## src/hw/dbg_pkg.sv

```systemverilog
// Constants shared by the dual byte-wide port data block
package dbg_pkg;

  // -------------------------------------------------------------
  // Register indices (byte address is four times the index)
  // -------------------------------------------------------------
  localparam logic [31:0] FIRST_DATA_IDX = 32'h04000120;
  localparam logic [31:0] FIRST_DATA_ALIAS_IDX = 32'ha4000120;
  localparam logic [31:0] SECOND_DATA_IDX = 32'h04000122;
  localparam logic [31:0] FIRST_MODE_IDX = 32'h04000130;
  localparam logic [31:0] SECOND_MODE_IDX = 32'h04000131;
  // Index bits that decode; the upper three select a region only
  localparam int IDX_DECODE_BITS = 29;

  // -------------------------------------------------------------
  // Widths and reset values
  // -------------------------------------------------------------
  localparam int PORT_WIDTH = 8;
  localparam int MODE_WIDTH = 16;
  localparam logic [7:0] DATA_RESET = 8'h00;
  localparam logic [15:0] MODE_RESET = 16'h0000;
  localparam logic [31:0] READ_ZERO = 32'h00000000;

  // -------------------------------------------------------------
  // Pin mode field: bit 2n+1 is the high bit, bit 2n the low bit
  // -------------------------------------------------------------
  localparam int MODE_HI_OFS = 1;
  localparam int MODE_LO_OFS = 0;
  localparam logic [1:0] MODE_ALT = 2'b00;
  localparam logic [1:0] MODE_OUT = 2'b01;
  localparam logic [1:0] MODE_IN_PULL = 2'b10;
  localparam logic [1:0] MODE_IN_NOPULL = 2'b11;

  // Synchroniser depth on pin inputs
  localparam int SYNC_STAGES = 2;

  // Bus slave states
  typedef enum logic [0:0] {
    DBG_ST_IDLE = 1'b0,
    DBG_ST_ACK = 1'b1
  } dbg_bus_state_t;

endpackage : dbg_pkg

```

## src/hw/dbg_sync_if.sv

```systemverilog
// Carrier between the port block and its pin synchroniser
`timescale 1ns/1ps
interface dbg_sync_if #(
  parameter int PINS = 16
);
  logic [PINS-1:0] raw;
  logic [PINS-1:0] synced;

  modport core (output raw, input synced);
  modport sync (input raw, output synced);
endinterface : dbg_sync_if

```

## src/hw/dbg_gpio_top.sv

```systemverilog
// Dual byte-wide port data registers with pin mode control on APB
//
// Our own choice: register access over APB.
`timescale 1ns/1ps
module dbg_gpio_top #(
  parameter int WIDTH = 8
) (
  input wire logic pclk,
  input wire logic presetn,
  input wire logic psel,
  input wire logic penable,
  input wire logic pwrite,
  input wire logic [31:0] paddr,
  input wire logic [31:0] pwdata,
  input wire logic [3:0] pstrb,
  output logic [31:0] prdata,
  output logic pready,
  output logic pslverr,
  input wire logic [WIDTH-1:0] first_port_pin_in,
  output logic [WIDTH-1:0] first_port_pin_out,
  output logic [WIDTH-1:0] first_port_pin_oe,
  output logic [WIDTH-1:0] first_port_pullup_en,
  input wire logic [WIDTH-1:0] second_port_pin_in,
  output logic [WIDTH-1:0] second_port_pin_out,
  output logic [WIDTH-1:0] second_port_pin_oe,
  output logic [WIDTH-1:0] second_port_pullup_en
);

  // -------------------------------------------------------------
  // Storage
  // -------------------------------------------------------------
  // Bus slave state
  dbg_pkg::dbg_bus_state_t state_reg;
  dbg_pkg::dbg_bus_state_t state_next;

  // Port data, one bit per pin
  logic [WIDTH-1:0] first_port_data_reg;
  logic [WIDTH-1:0] first_port_data_next;
  logic [WIDTH-1:0] second_port_data_reg;
  logic [WIDTH-1:0] second_port_data_next;

  // Pin function modes, two bits per pin
  logic [2*WIDTH-1:0] first_port_mode_reg;
  logic [2*WIDTH-1:0] first_port_mode_next;
  logic [2*WIDTH-1:0] second_port_mode_reg;
  logic [2*WIDTH-1:0] second_port_mode_next;

  // Registered bus response
  logic [31:0] prdata_reg;
  logic [31:0] prdata_next;
  logic pready_reg;
  logic pready_next;
  logic pslverr_reg;
  logic pslverr_next;

  // Pin drive and pull-up enables
  logic [WIDTH-1:0] first_oe_reg;
  logic [WIDTH-1:0] first_oe_next;
  logic [WIDTH-1:0] second_oe_reg;
  logic [WIDTH-1:0] second_oe_next;
  logic [WIDTH-1:0] first_pull_reg;
  logic [WIDTH-1:0] first_pull_next;
  logic [WIDTH-1:0] second_pull_reg;
  logic [WIDTH-1:0] second_pull_next;

  // -------------------------------------------------------------
  // Address decode
  // -------------------------------------------------------------
  // Decode results, all but wr_commit taken straight from paddr; wr_commit also needs the bus state
  logic [dbg_pkg::IDX_DECODE_BITS-1:0] acc_idx;
  logic hit_first_data;
  logic hit_second_data;
  logic hit_first_mode;
  logic hit_second_mode;
  logic hit_any;
  logic wr_commit;

  // Index is the byte address over four; region bits are dropped
  assign acc_idx = paddr[dbg_pkg::IDX_DECODE_BITS+1:2];

  // Translated and untranslated views reach the same register
  assign hit_first_data =
    (acc_idx == dbg_pkg::FIRST_DATA_IDX[dbg_pkg::IDX_DECODE_BITS-1:0]) ||
    (acc_idx == dbg_pkg::FIRST_DATA_ALIAS_IDX[dbg_pkg::IDX_DECODE_BITS-1:0]);
  assign hit_second_data =
    (acc_idx == dbg_pkg::SECOND_DATA_IDX[dbg_pkg::IDX_DECODE_BITS-1:0]);
  assign hit_first_mode =
    (acc_idx == dbg_pkg::FIRST_MODE_IDX[dbg_pkg::IDX_DECODE_BITS-1:0]);
  assign hit_second_mode =
    (acc_idx == dbg_pkg::SECOND_MODE_IDX[dbg_pkg::IDX_DECODE_BITS-1:0]);
  assign hit_any = hit_first_data | hit_second_data | hit_first_mode | hit_second_mode;

  // Write lands on the edge where the master sees pready high
  assign wr_commit = (state_reg == dbg_pkg::DBG_ST_ACK) & psel & penable & pwrite;

  // -------------------------------------------------------------
  // Write strobes
  // -------------------------------------------------------------
  logic wr_first_data;
  logic wr_second_data;
  logic [1:0] wr_first_mode;
  logic [1:0] wr_second_mode;

  // A clear byte lane leaves that part of the register alone
  assign wr_first_data = wr_commit & hit_first_data & pstrb[0];
  assign wr_second_data = wr_commit & hit_second_data & pstrb[0];

  // Mode registers take lanes 0 and 1, one lane per four pins
  assign wr_first_mode = {2{wr_commit & hit_first_mode}} & pstrb[1:0];
  assign wr_second_mode = {2{wr_commit & hit_second_mode}} & pstrb[1:0];

  // -------------------------------------------------------------
  // Pin input synchronisers
  // -------------------------------------------------------------
  dbg_sync_if #(.PINS(2*WIDTH)) sync_bus ();

  // Both ports share one synchroniser block
  assign sync_bus.raw = {second_port_pin_in, first_port_pin_in};

  dbg_pin_sync #(
    .PINS(2*WIDTH)
  ) u_pin_sync (
    .pclk(pclk),
    .presetn(presetn),
    .sif(sync_bus)
  );

  logic [WIDTH-1:0] first_pin_sync;
  logic [WIDTH-1:0] second_pin_sync;

  // Low half is the first port, high half the second
  assign first_pin_sync = sync_bus.synced[WIDTH-1:0];
  assign second_pin_sync = sync_bus.synced[2*WIDTH-1:WIDTH];

  // -------------------------------------------------------------
  // Per-pin read view, drive and pull-up
  // -------------------------------------------------------------
  logic [WIDTH-1:0] first_read_view;
  logic [WIDTH-1:0] second_read_view;
  logic [WIDTH-1:0] first_next_is_out;
  logic [WIDTH-1:0] second_next_is_out;
  logic [WIDTH-1:0] first_next_is_pull;
  logic [WIDTH-1:0] second_next_is_pull;

  genvar b;
  generate
    for (b = 0; b < WIDTH; b = b + 1) begin : g_bit
      logic [1:0] first_mode;
      logic [1:0] second_mode;
      logic [1:0] first_mode_new;
      logic [1:0] second_mode_new;
      logic first_is_input;
      logic second_is_input;

      // Mode pair of this pin: high bit at 2n+1, low bit at 2n
      assign first_mode = first_port_mode_reg[2*b+1:2*b];
      assign second_mode = second_port_mode_reg[2*b+1:2*b];
      assign first_mode_new = first_port_mode_next[2*b+1:2*b];
      assign second_mode_new = second_port_mode_next[2*b+1:2*b];

      // High mode bit alone marks general input, pull-up or not
      assign first_is_input = first_mode[dbg_pkg::MODE_HI_OFS];
      assign second_is_input = second_mode[dbg_pkg::MODE_HI_OFS];

      // Input mode reads the pin, output and alternate read storage
      assign first_read_view[b] = first_is_input ?
        first_pin_sync[b] : first_port_data_reg[b];
      assign second_read_view[b] = second_is_input ?
        second_pin_sync[b] : second_port_data_reg[b];

      // Only general output drives; alternate and input leave the pin
      assign first_next_is_out[b] = (first_mode_new == dbg_pkg::MODE_OUT);
      assign second_next_is_out[b] = (second_mode_new == dbg_pkg::MODE_OUT);

      // Pull-up on only in input mode with low bit clear
      assign first_next_is_pull[b] = (first_mode_new == dbg_pkg::MODE_IN_PULL);
      assign second_next_is_pull[b] = (second_mode_new == dbg_pkg::MODE_IN_PULL);
    end
  endgenerate

  // -------------------------------------------------------------
  // Read data select
  // -------------------------------------------------------------
  logic [31:0] rd_word;

  // Data registers fill lane 0 only; bits above read as zero
  always_comb begin
    rd_word = dbg_pkg::READ_ZERO;
    if (hit_first_data) begin
      rd_word[WIDTH-1:0] = first_read_view;
    end else if (hit_second_data) begin
      rd_word[WIDTH-1:0] = second_read_view;
    end else if (hit_first_mode) begin
      rd_word[2*WIDTH-1:0] = first_port_mode_reg;
    end else if (hit_second_mode) begin
      rd_word[2*WIDTH-1:0] = second_port_mode_reg;
    end
  end

  // -------------------------------------------------------------
  // Bus handshake: one wait state, then pready for one cycle
  // -------------------------------------------------------------
  always_comb begin
    state_next = state_reg;
    pready_next = 1'b0;
    pslverr_next = 1'b0;
    prdata_next = prdata_reg;
    case (state_reg)
      dbg_pkg::DBG_ST_IDLE: begin
        if (psel && penable) begin
          state_next = dbg_pkg::DBG_ST_ACK;
          pready_next = 1'b1;
          // Unmapped addresses answer with an error and zero data
          pslverr_next = ~hit_any;
          prdata_next = dbg_pkg::READ_ZERO;
          // Read word is caught here and holds until the next transfer
          if (!pwrite) begin
            prdata_next = rd_word;
          end
        end
      end
      dbg_pkg::DBG_ST_ACK: begin
        // Back to idle so the next transfer gets its own wait state
        state_next = dbg_pkg::DBG_ST_IDLE;
      end
      default: begin
        state_next = dbg_pkg::DBG_ST_IDLE;
      end
    endcase
  end

  // Bus response registers
  always_ff @(posedge pclk or negedge presetn) begin
    if (!presetn) begin
      state_reg <= dbg_pkg::DBG_ST_IDLE;
      pready_reg <= 1'b0;
      pslverr_reg <= 1'b0;
      prdata_reg <= dbg_pkg::READ_ZERO;
    end else begin
      state_reg <= state_next;
      pready_reg <= pready_next;
      pslverr_reg <= pslverr_next;
      prdata_reg <= prdata_next;
    end
  end

  // -------------------------------------------------------------
  // Port data registers
  // -------------------------------------------------------------
  // Writes always store, whatever the mode; the mode only gates the pin
  always_comb begin
    first_port_data_next = first_port_data_reg;
    second_port_data_next = second_port_data_reg;
    if (wr_first_data) begin
      first_port_data_next = pwdata[WIDTH-1:0];
    end
    if (wr_second_data) begin
      second_port_data_next = pwdata[WIDTH-1:0];
    end
  end

  // Only power-on reset clears; there is no other reset path
  always_ff @(posedge pclk or negedge presetn) begin
    if (!presetn) begin
      first_port_data_reg <= dbg_pkg::DATA_RESET;
      second_port_data_reg <= dbg_pkg::DATA_RESET;
    end else begin
      first_port_data_reg <= first_port_data_next;
      second_port_data_reg <= second_port_data_next;
    end
  end

  // -------------------------------------------------------------
  // Pin function mode registers
  // -------------------------------------------------------------
  // Lane by lane, so a one-byte write retunes only four pins
  always_comb begin
    first_port_mode_next = first_port_mode_reg;
    second_port_mode_next = second_port_mode_reg;
    if (wr_first_mode[0]) begin
      first_port_mode_next[7:0] = pwdata[7:0];
    end
    if (wr_first_mode[1]) begin
      first_port_mode_next[15:8] = pwdata[15:8];
    end
    if (wr_second_mode[0]) begin
      second_port_mode_next[7:0] = pwdata[7:0];
    end
    if (wr_second_mode[1]) begin
      second_port_mode_next[15:8] = pwdata[15:8];
    end
  end

  // Modes reset to alternate function: no pin driven, no pull-up
  always_ff @(posedge pclk or negedge presetn) begin
    if (!presetn) begin
      first_port_mode_reg <= dbg_pkg::MODE_RESET;
      second_port_mode_reg <= dbg_pkg::MODE_RESET;
    end else begin
      first_port_mode_reg <= first_port_mode_next;
      second_port_mode_reg <= second_port_mode_next;
    end
  end

  // -------------------------------------------------------------
  // Pin control registers
  // -------------------------------------------------------------
  // Enables follow the mode as it is written, not a cycle later
  always_comb begin
    first_oe_next = first_next_is_out;
    second_oe_next = second_next_is_out;
    first_pull_next = first_next_is_pull;
    second_pull_next = second_next_is_pull;
  end

  // Registered from the next mode so enable changes with the mode
  always_ff @(posedge pclk or negedge presetn) begin
    if (!presetn) begin
      first_oe_reg <= '0;
      second_oe_reg <= '0;
      first_pull_reg <= '0;
      second_pull_reg <= '0;
    end else begin
      first_oe_reg <= first_oe_next;
      second_oe_reg <= second_oe_next;
      first_pull_reg <= first_pull_next;
      second_pull_reg <= second_pull_next;
    end
  end

  // -------------------------------------------------------------
  // Outputs, all straight from flops
  // -------------------------------------------------------------
  assign prdata = prdata_reg;
  assign pready = pready_reg;
  assign pslverr = pslverr_reg;
  // Data value always presented; enable decides whether it reaches the pin
  assign first_port_pin_out = first_port_data_reg;
  assign second_port_pin_out = second_port_data_reg;
  // Drive and pull-up enables, one flop per pin
  assign first_port_pin_oe = first_oe_reg;
  assign second_port_pin_oe = second_oe_reg;
  assign first_port_pullup_en = first_pull_reg;
  assign second_port_pullup_en = second_pull_reg;

endmodule : dbg_gpio_top

```

## src/hw/dbg_pin_sync.sv

```systemverilog
// Two-stage synchroniser for the port pin inputs
`timescale 1ns/1ps
module dbg_pin_sync #(
  parameter int PINS = 16
) (
  input wire logic pclk,
  input wire logic presetn,
  dbg_sync_if.sync sif
);

  // -------------------------------------------------------------
  // Per-pin stages
  // -------------------------------------------------------------
  genvar g;
  generate
    for (g = 0; g < PINS; g = g + 1) begin : g_pin
      logic meta_reg;
      logic meta_next;
      logic stable_reg;
      logic stable_next;

      // First stage feeds only the second, never any logic
      always_comb begin
        meta_next = sif.raw[g];
        stable_next = meta_reg;
      end

      // Stages cleared on reset; pins are asynchronous to pclk
      always_ff @(posedge pclk or negedge presetn) begin
        if (!presetn) begin
          meta_reg <= 1'b0;
          stable_reg <= 1'b0;
        end else begin
          meta_reg <= meta_next;
          stable_reg <= stable_next;
        end
      end

      assign sif.synced[g] = stable_reg;
    end
  endgenerate

endmodule : dbg_pin_sync

```

## config.mk

```make
export PLATFORM = sky130hd
export DESIGN_NAME = dbg_gpio_top
export DESIGN_NICKNAME = d
export VERILOG_FILES = /design/src/hw/dbg_pkg.sv /design/src/hw/dbg_sync_if.sv /design/src/hw/dbg_gpio_top.sv /design/src/hw/dbg_pin_sync.sv
export SDC_FILE = /design/constraint.sdc
export NUM_CORES = 1
export LEC_CHECK = 0
export BUFFER_PORTS_ARGS = -buffer_cell sky130_fd_sc_hd__buf_2
export CAP_MARGIN = 20
export CORE_ASPECT_RATIO = 0.9
export CORE_MARGIN = 2
export CORE_UTILIZATION = 41
export DETAILED_ROUTE_END_ITERATION = 10
export HOLD_SLACK_MARGIN = 0.05
export PLACE_DENSITY = 0.66
export SYNTH_ARGS = -nofsm -noshare
export SYNTH_HDL_FRONTEND = slang
export SYNTH_SLANG_ARGS = --single-unit
```

## constraint.sdc

```tcl
create_clock -name pclk -period 3 [get_ports pclk]
set_input_delay 0.6 -clock pclk [delete_from_list [all_inputs] [get_ports pclk]]
set_output_delay 0.6 -clock pclk [all_outputs]
set_load 0.01 [all_outputs]
```

==> results.cfg <==
[worst_hold_path]
hold_class = in -> async

[clock_tree]
clk_pin_slew_ns = 0.06
cts_buffers = 17
cts_setup_buffers = 0
clock-root-buffer = clkbuf_16
tritoncts = yes
hold_buffers = 0
cts_buffer_depth = 2
clkLatencyLatePin_ns = 0.42
cts.repair.resized = 0
clock_sinks = 130
cts_htree_levels = 4

[synth]
synth.distinct_cells = 36
yosysSeqAreaShare_pct = 57.26
synth_warnings = 0
synthesis.area_sq_mm = 0.005682
synth_area_per_cell_sq_um = 13.00
ys_ff_latch = 130
synthCells = 437

[global_routing]
grt_pass1_vias = 4104
antenna_found_initial = 2
grt.overflow.total = 0
track_usage_pct = 19.28
grt_max_degree = 77
grt_pass1_wl_um = 21210

[setup_path]
cp-startpoint = paddr[9]
worst_setup_path_start_kind = primary input
r2r_slack_ns = 0.94
crit_end = first_port_mode_reg[14]$_DFF_PN0_
critPathRequiredTime_ns = 3.30
worstPathMaxFanout = 18
critPathArrivalTime_ns = 2.50
r2r_end = prdata[15]$_DFFE_PN0P_
worstReg2RegStart = pready$_DFF_PN0_
reg2reg_depth = 5
cp-end-kind = register
crit_type = in -> reg

[floorplan]
start_util_pct = 42.20
die_h_um = 115.7
coreArea_sq_mm = 0.01346
ioPinCount = 171
rows = 40
die_w_um = 128.1
fp.dieArea_sq_mm = 0.01482

[drt]
detail_route.vias_per_cell = 5.152
wl_per_cell_um = 17.58
ant_nets = 0
wirelength_um = 13520
vias = 3962
drtIter0Drc = 246
drc_errors = 0
drtPass1Iterations = 4

[timing]
setup_viol = 0
period_needed_ns = 2.201
fin_tns_setup_ns = 0
fmax_mhz = 454.3
tightestPinTransition_ns = 0.5124
timing.final.crit_share_pct = 73.37
grt_setup_unrepaired = no
drv_slew = 0
skew_ns = 0.007464
max-slew-margin-rel_pct = 65.53
hold_viol = 0

[power]
cellLeakagePower_nw = 3.674
vdd_drop_max_uv = 367.7
p_per_area_mw_per_mm2 = 570.0
fin_total_pwr_w = 0.004076

[finish]
syn_to_final_growth_pct = 25.88
layout_common_cells = buf_2, dfrtp_1, mux2i_1
nets = 675
num-fill-cells = 1158
drive_gt1_share_pct = 40.23
design_area_sq_mm = 0.007152
final_common_cell = buf_2

[run]
drv_cap = 0

[place]
post_dp_cell_area_sq_mm = 0.006541
io_buffers = 133
gp_congestion = 0.8541
hpwlAfterDp_um = 9646

[run_status]
outcome = completed
==> per-stage QoR <==
stage          utilization (%)  hold slack (ns)  std cells  worst slack, ns
2_1_floorplan                -           0.3044        452           0.6644
5_1_grt                  53.12          0.07418        769           0.7011
3_5_place_dp             48.59           0.3347        735           0.3805
3_3_place_gp             48.59           0.3336        735           0.4494
4_1_cts                  53.09          0.06413        767           0.8275
6_report                 53.12          0.07027        769           0.7990
==> where the power goes <==
group          switching, W  leakage [nW]  internal [W]  total (W)
registers        0.00000809          1.74       0.00178    0.00179
logic              0.000113          1.65     0.0000589   0.000172
clock network      0.000801         0.286       0.00132    0.00212
==> Yosys cell counts <==
library cell	instances	share of area, %
nor4b_2	2	0.53
mux2_2	48	9.5
nor4_4	2	0.75
o21ai_0	9	0.79
dfrtp_1	130	57
nand4_1	3	0.33
nor2_4	1	0.20
buf_4	19	2.5
buf_6	1	0.20
nand2b_1	49	5.4
buf_1	1	0.066
a31oi_1	1	0.11
nand3b_1	1	0.13
and4_1	2	0.31
nor4bb_1	1	0.18
nor4_1	11	1.2
buf_2	6	0.53
o2111ai_1	8	1.2
clkbuf_1	8	0.53
a21boi_0	1	0.13
nand2_1	27	1.8
mux2i_1	64	11
a2111oi_0	8	1.2
and4_2	1	0.18
nand4_2	4	0.88
and2_1	1	0.11
nor3b_1	3	0.40
nor3_1	9	0.79
nand3_1	1	0.088
clkinv_1	1	0.066
nor2_1	1	0.066
clkbuf_2	1	0.088
and3_1	2	0.22
conb_1	1	0.066
or3b_2	1	0.15
a21oi_1	8	0.70
==> area by class of cell <==
| cell class | instances | area [sq um] | area share, % |
|---|---|---|---|
| repair buffers | 151 | 815.8 | 11.41 |
| diodes | 2 | 5.005 | 0.06998 |
| inverters | 1 | 3.754 | 0.05248 |
| multi-input cells | 285 | 2258 | 31.58 |
| well taps | 168 | 210.2 | 2.939 |
| flip-flops and latches | 130 | 3253 | 45.49 |
| clock buffers | 18 | 429.2 | 6.001 |
| clock inverters | 14 | 176.4 | 2.467 |
==> metal layers <==
layer / routed length [um] / GRT usage [%] / up-vias
li1: - / - / 1845
met3: 852 / 6.371 / 22
met2: 6429 / 30.34 / 130
met4: 292 / 8.791 / 0
met1: 5945 / 24.43 / 1965
met5: 0 / 0 / -
==> how the worst min path moves through the flow <==
stage,start,to,slack (ns),cells past startpoint
global route,presetn,second_port_mode_reg[1]$_DFF_PN0_,0.07,1
floorplan,presetn,first_port_mode_reg[0]$_DFF_PN0_,0.30,0
global placement,u_pin_sync.g_pin[7].meta_reg$_DFF_PN0_,u_pin_sync.g_pin[7].stable_reg$_DFF_PN0_,0.33,0
finish,presetn,first_port_mode_reg[1]$_DFF_PN0_,0.07,1
CTS,presetn,first_port_mode_reg[1]$_DFF_PN0_,0.06,1
detailed placement,u_pin_sync.g_pin[14].meta_reg$_DFF_PN0_,u_pin_sync.g_pin[14].stable_reg$_DFF_PN0_,0.33,0
==> worst max-delay path: stages <==
cell	delay, ns
buf_2	0.10
or3b_2	0.66
nor2_4	0.24
and4_1	0.22
buf_4	0.28
mux2_2	0.38
==> kinds of logic after synthesis <==
group / count (synthesis) / share of synthesized area [%]
and+or+nand+nor: 122 / 13.70
muxes: 112 / 20.79
AOI/OAI and AO/OA: 35 / 4.206
buffers and inverters: 37 / 3.986
other: 1 / 0.06600
DFF: 130 / 57.26
(Power assumes the default switching activity.)
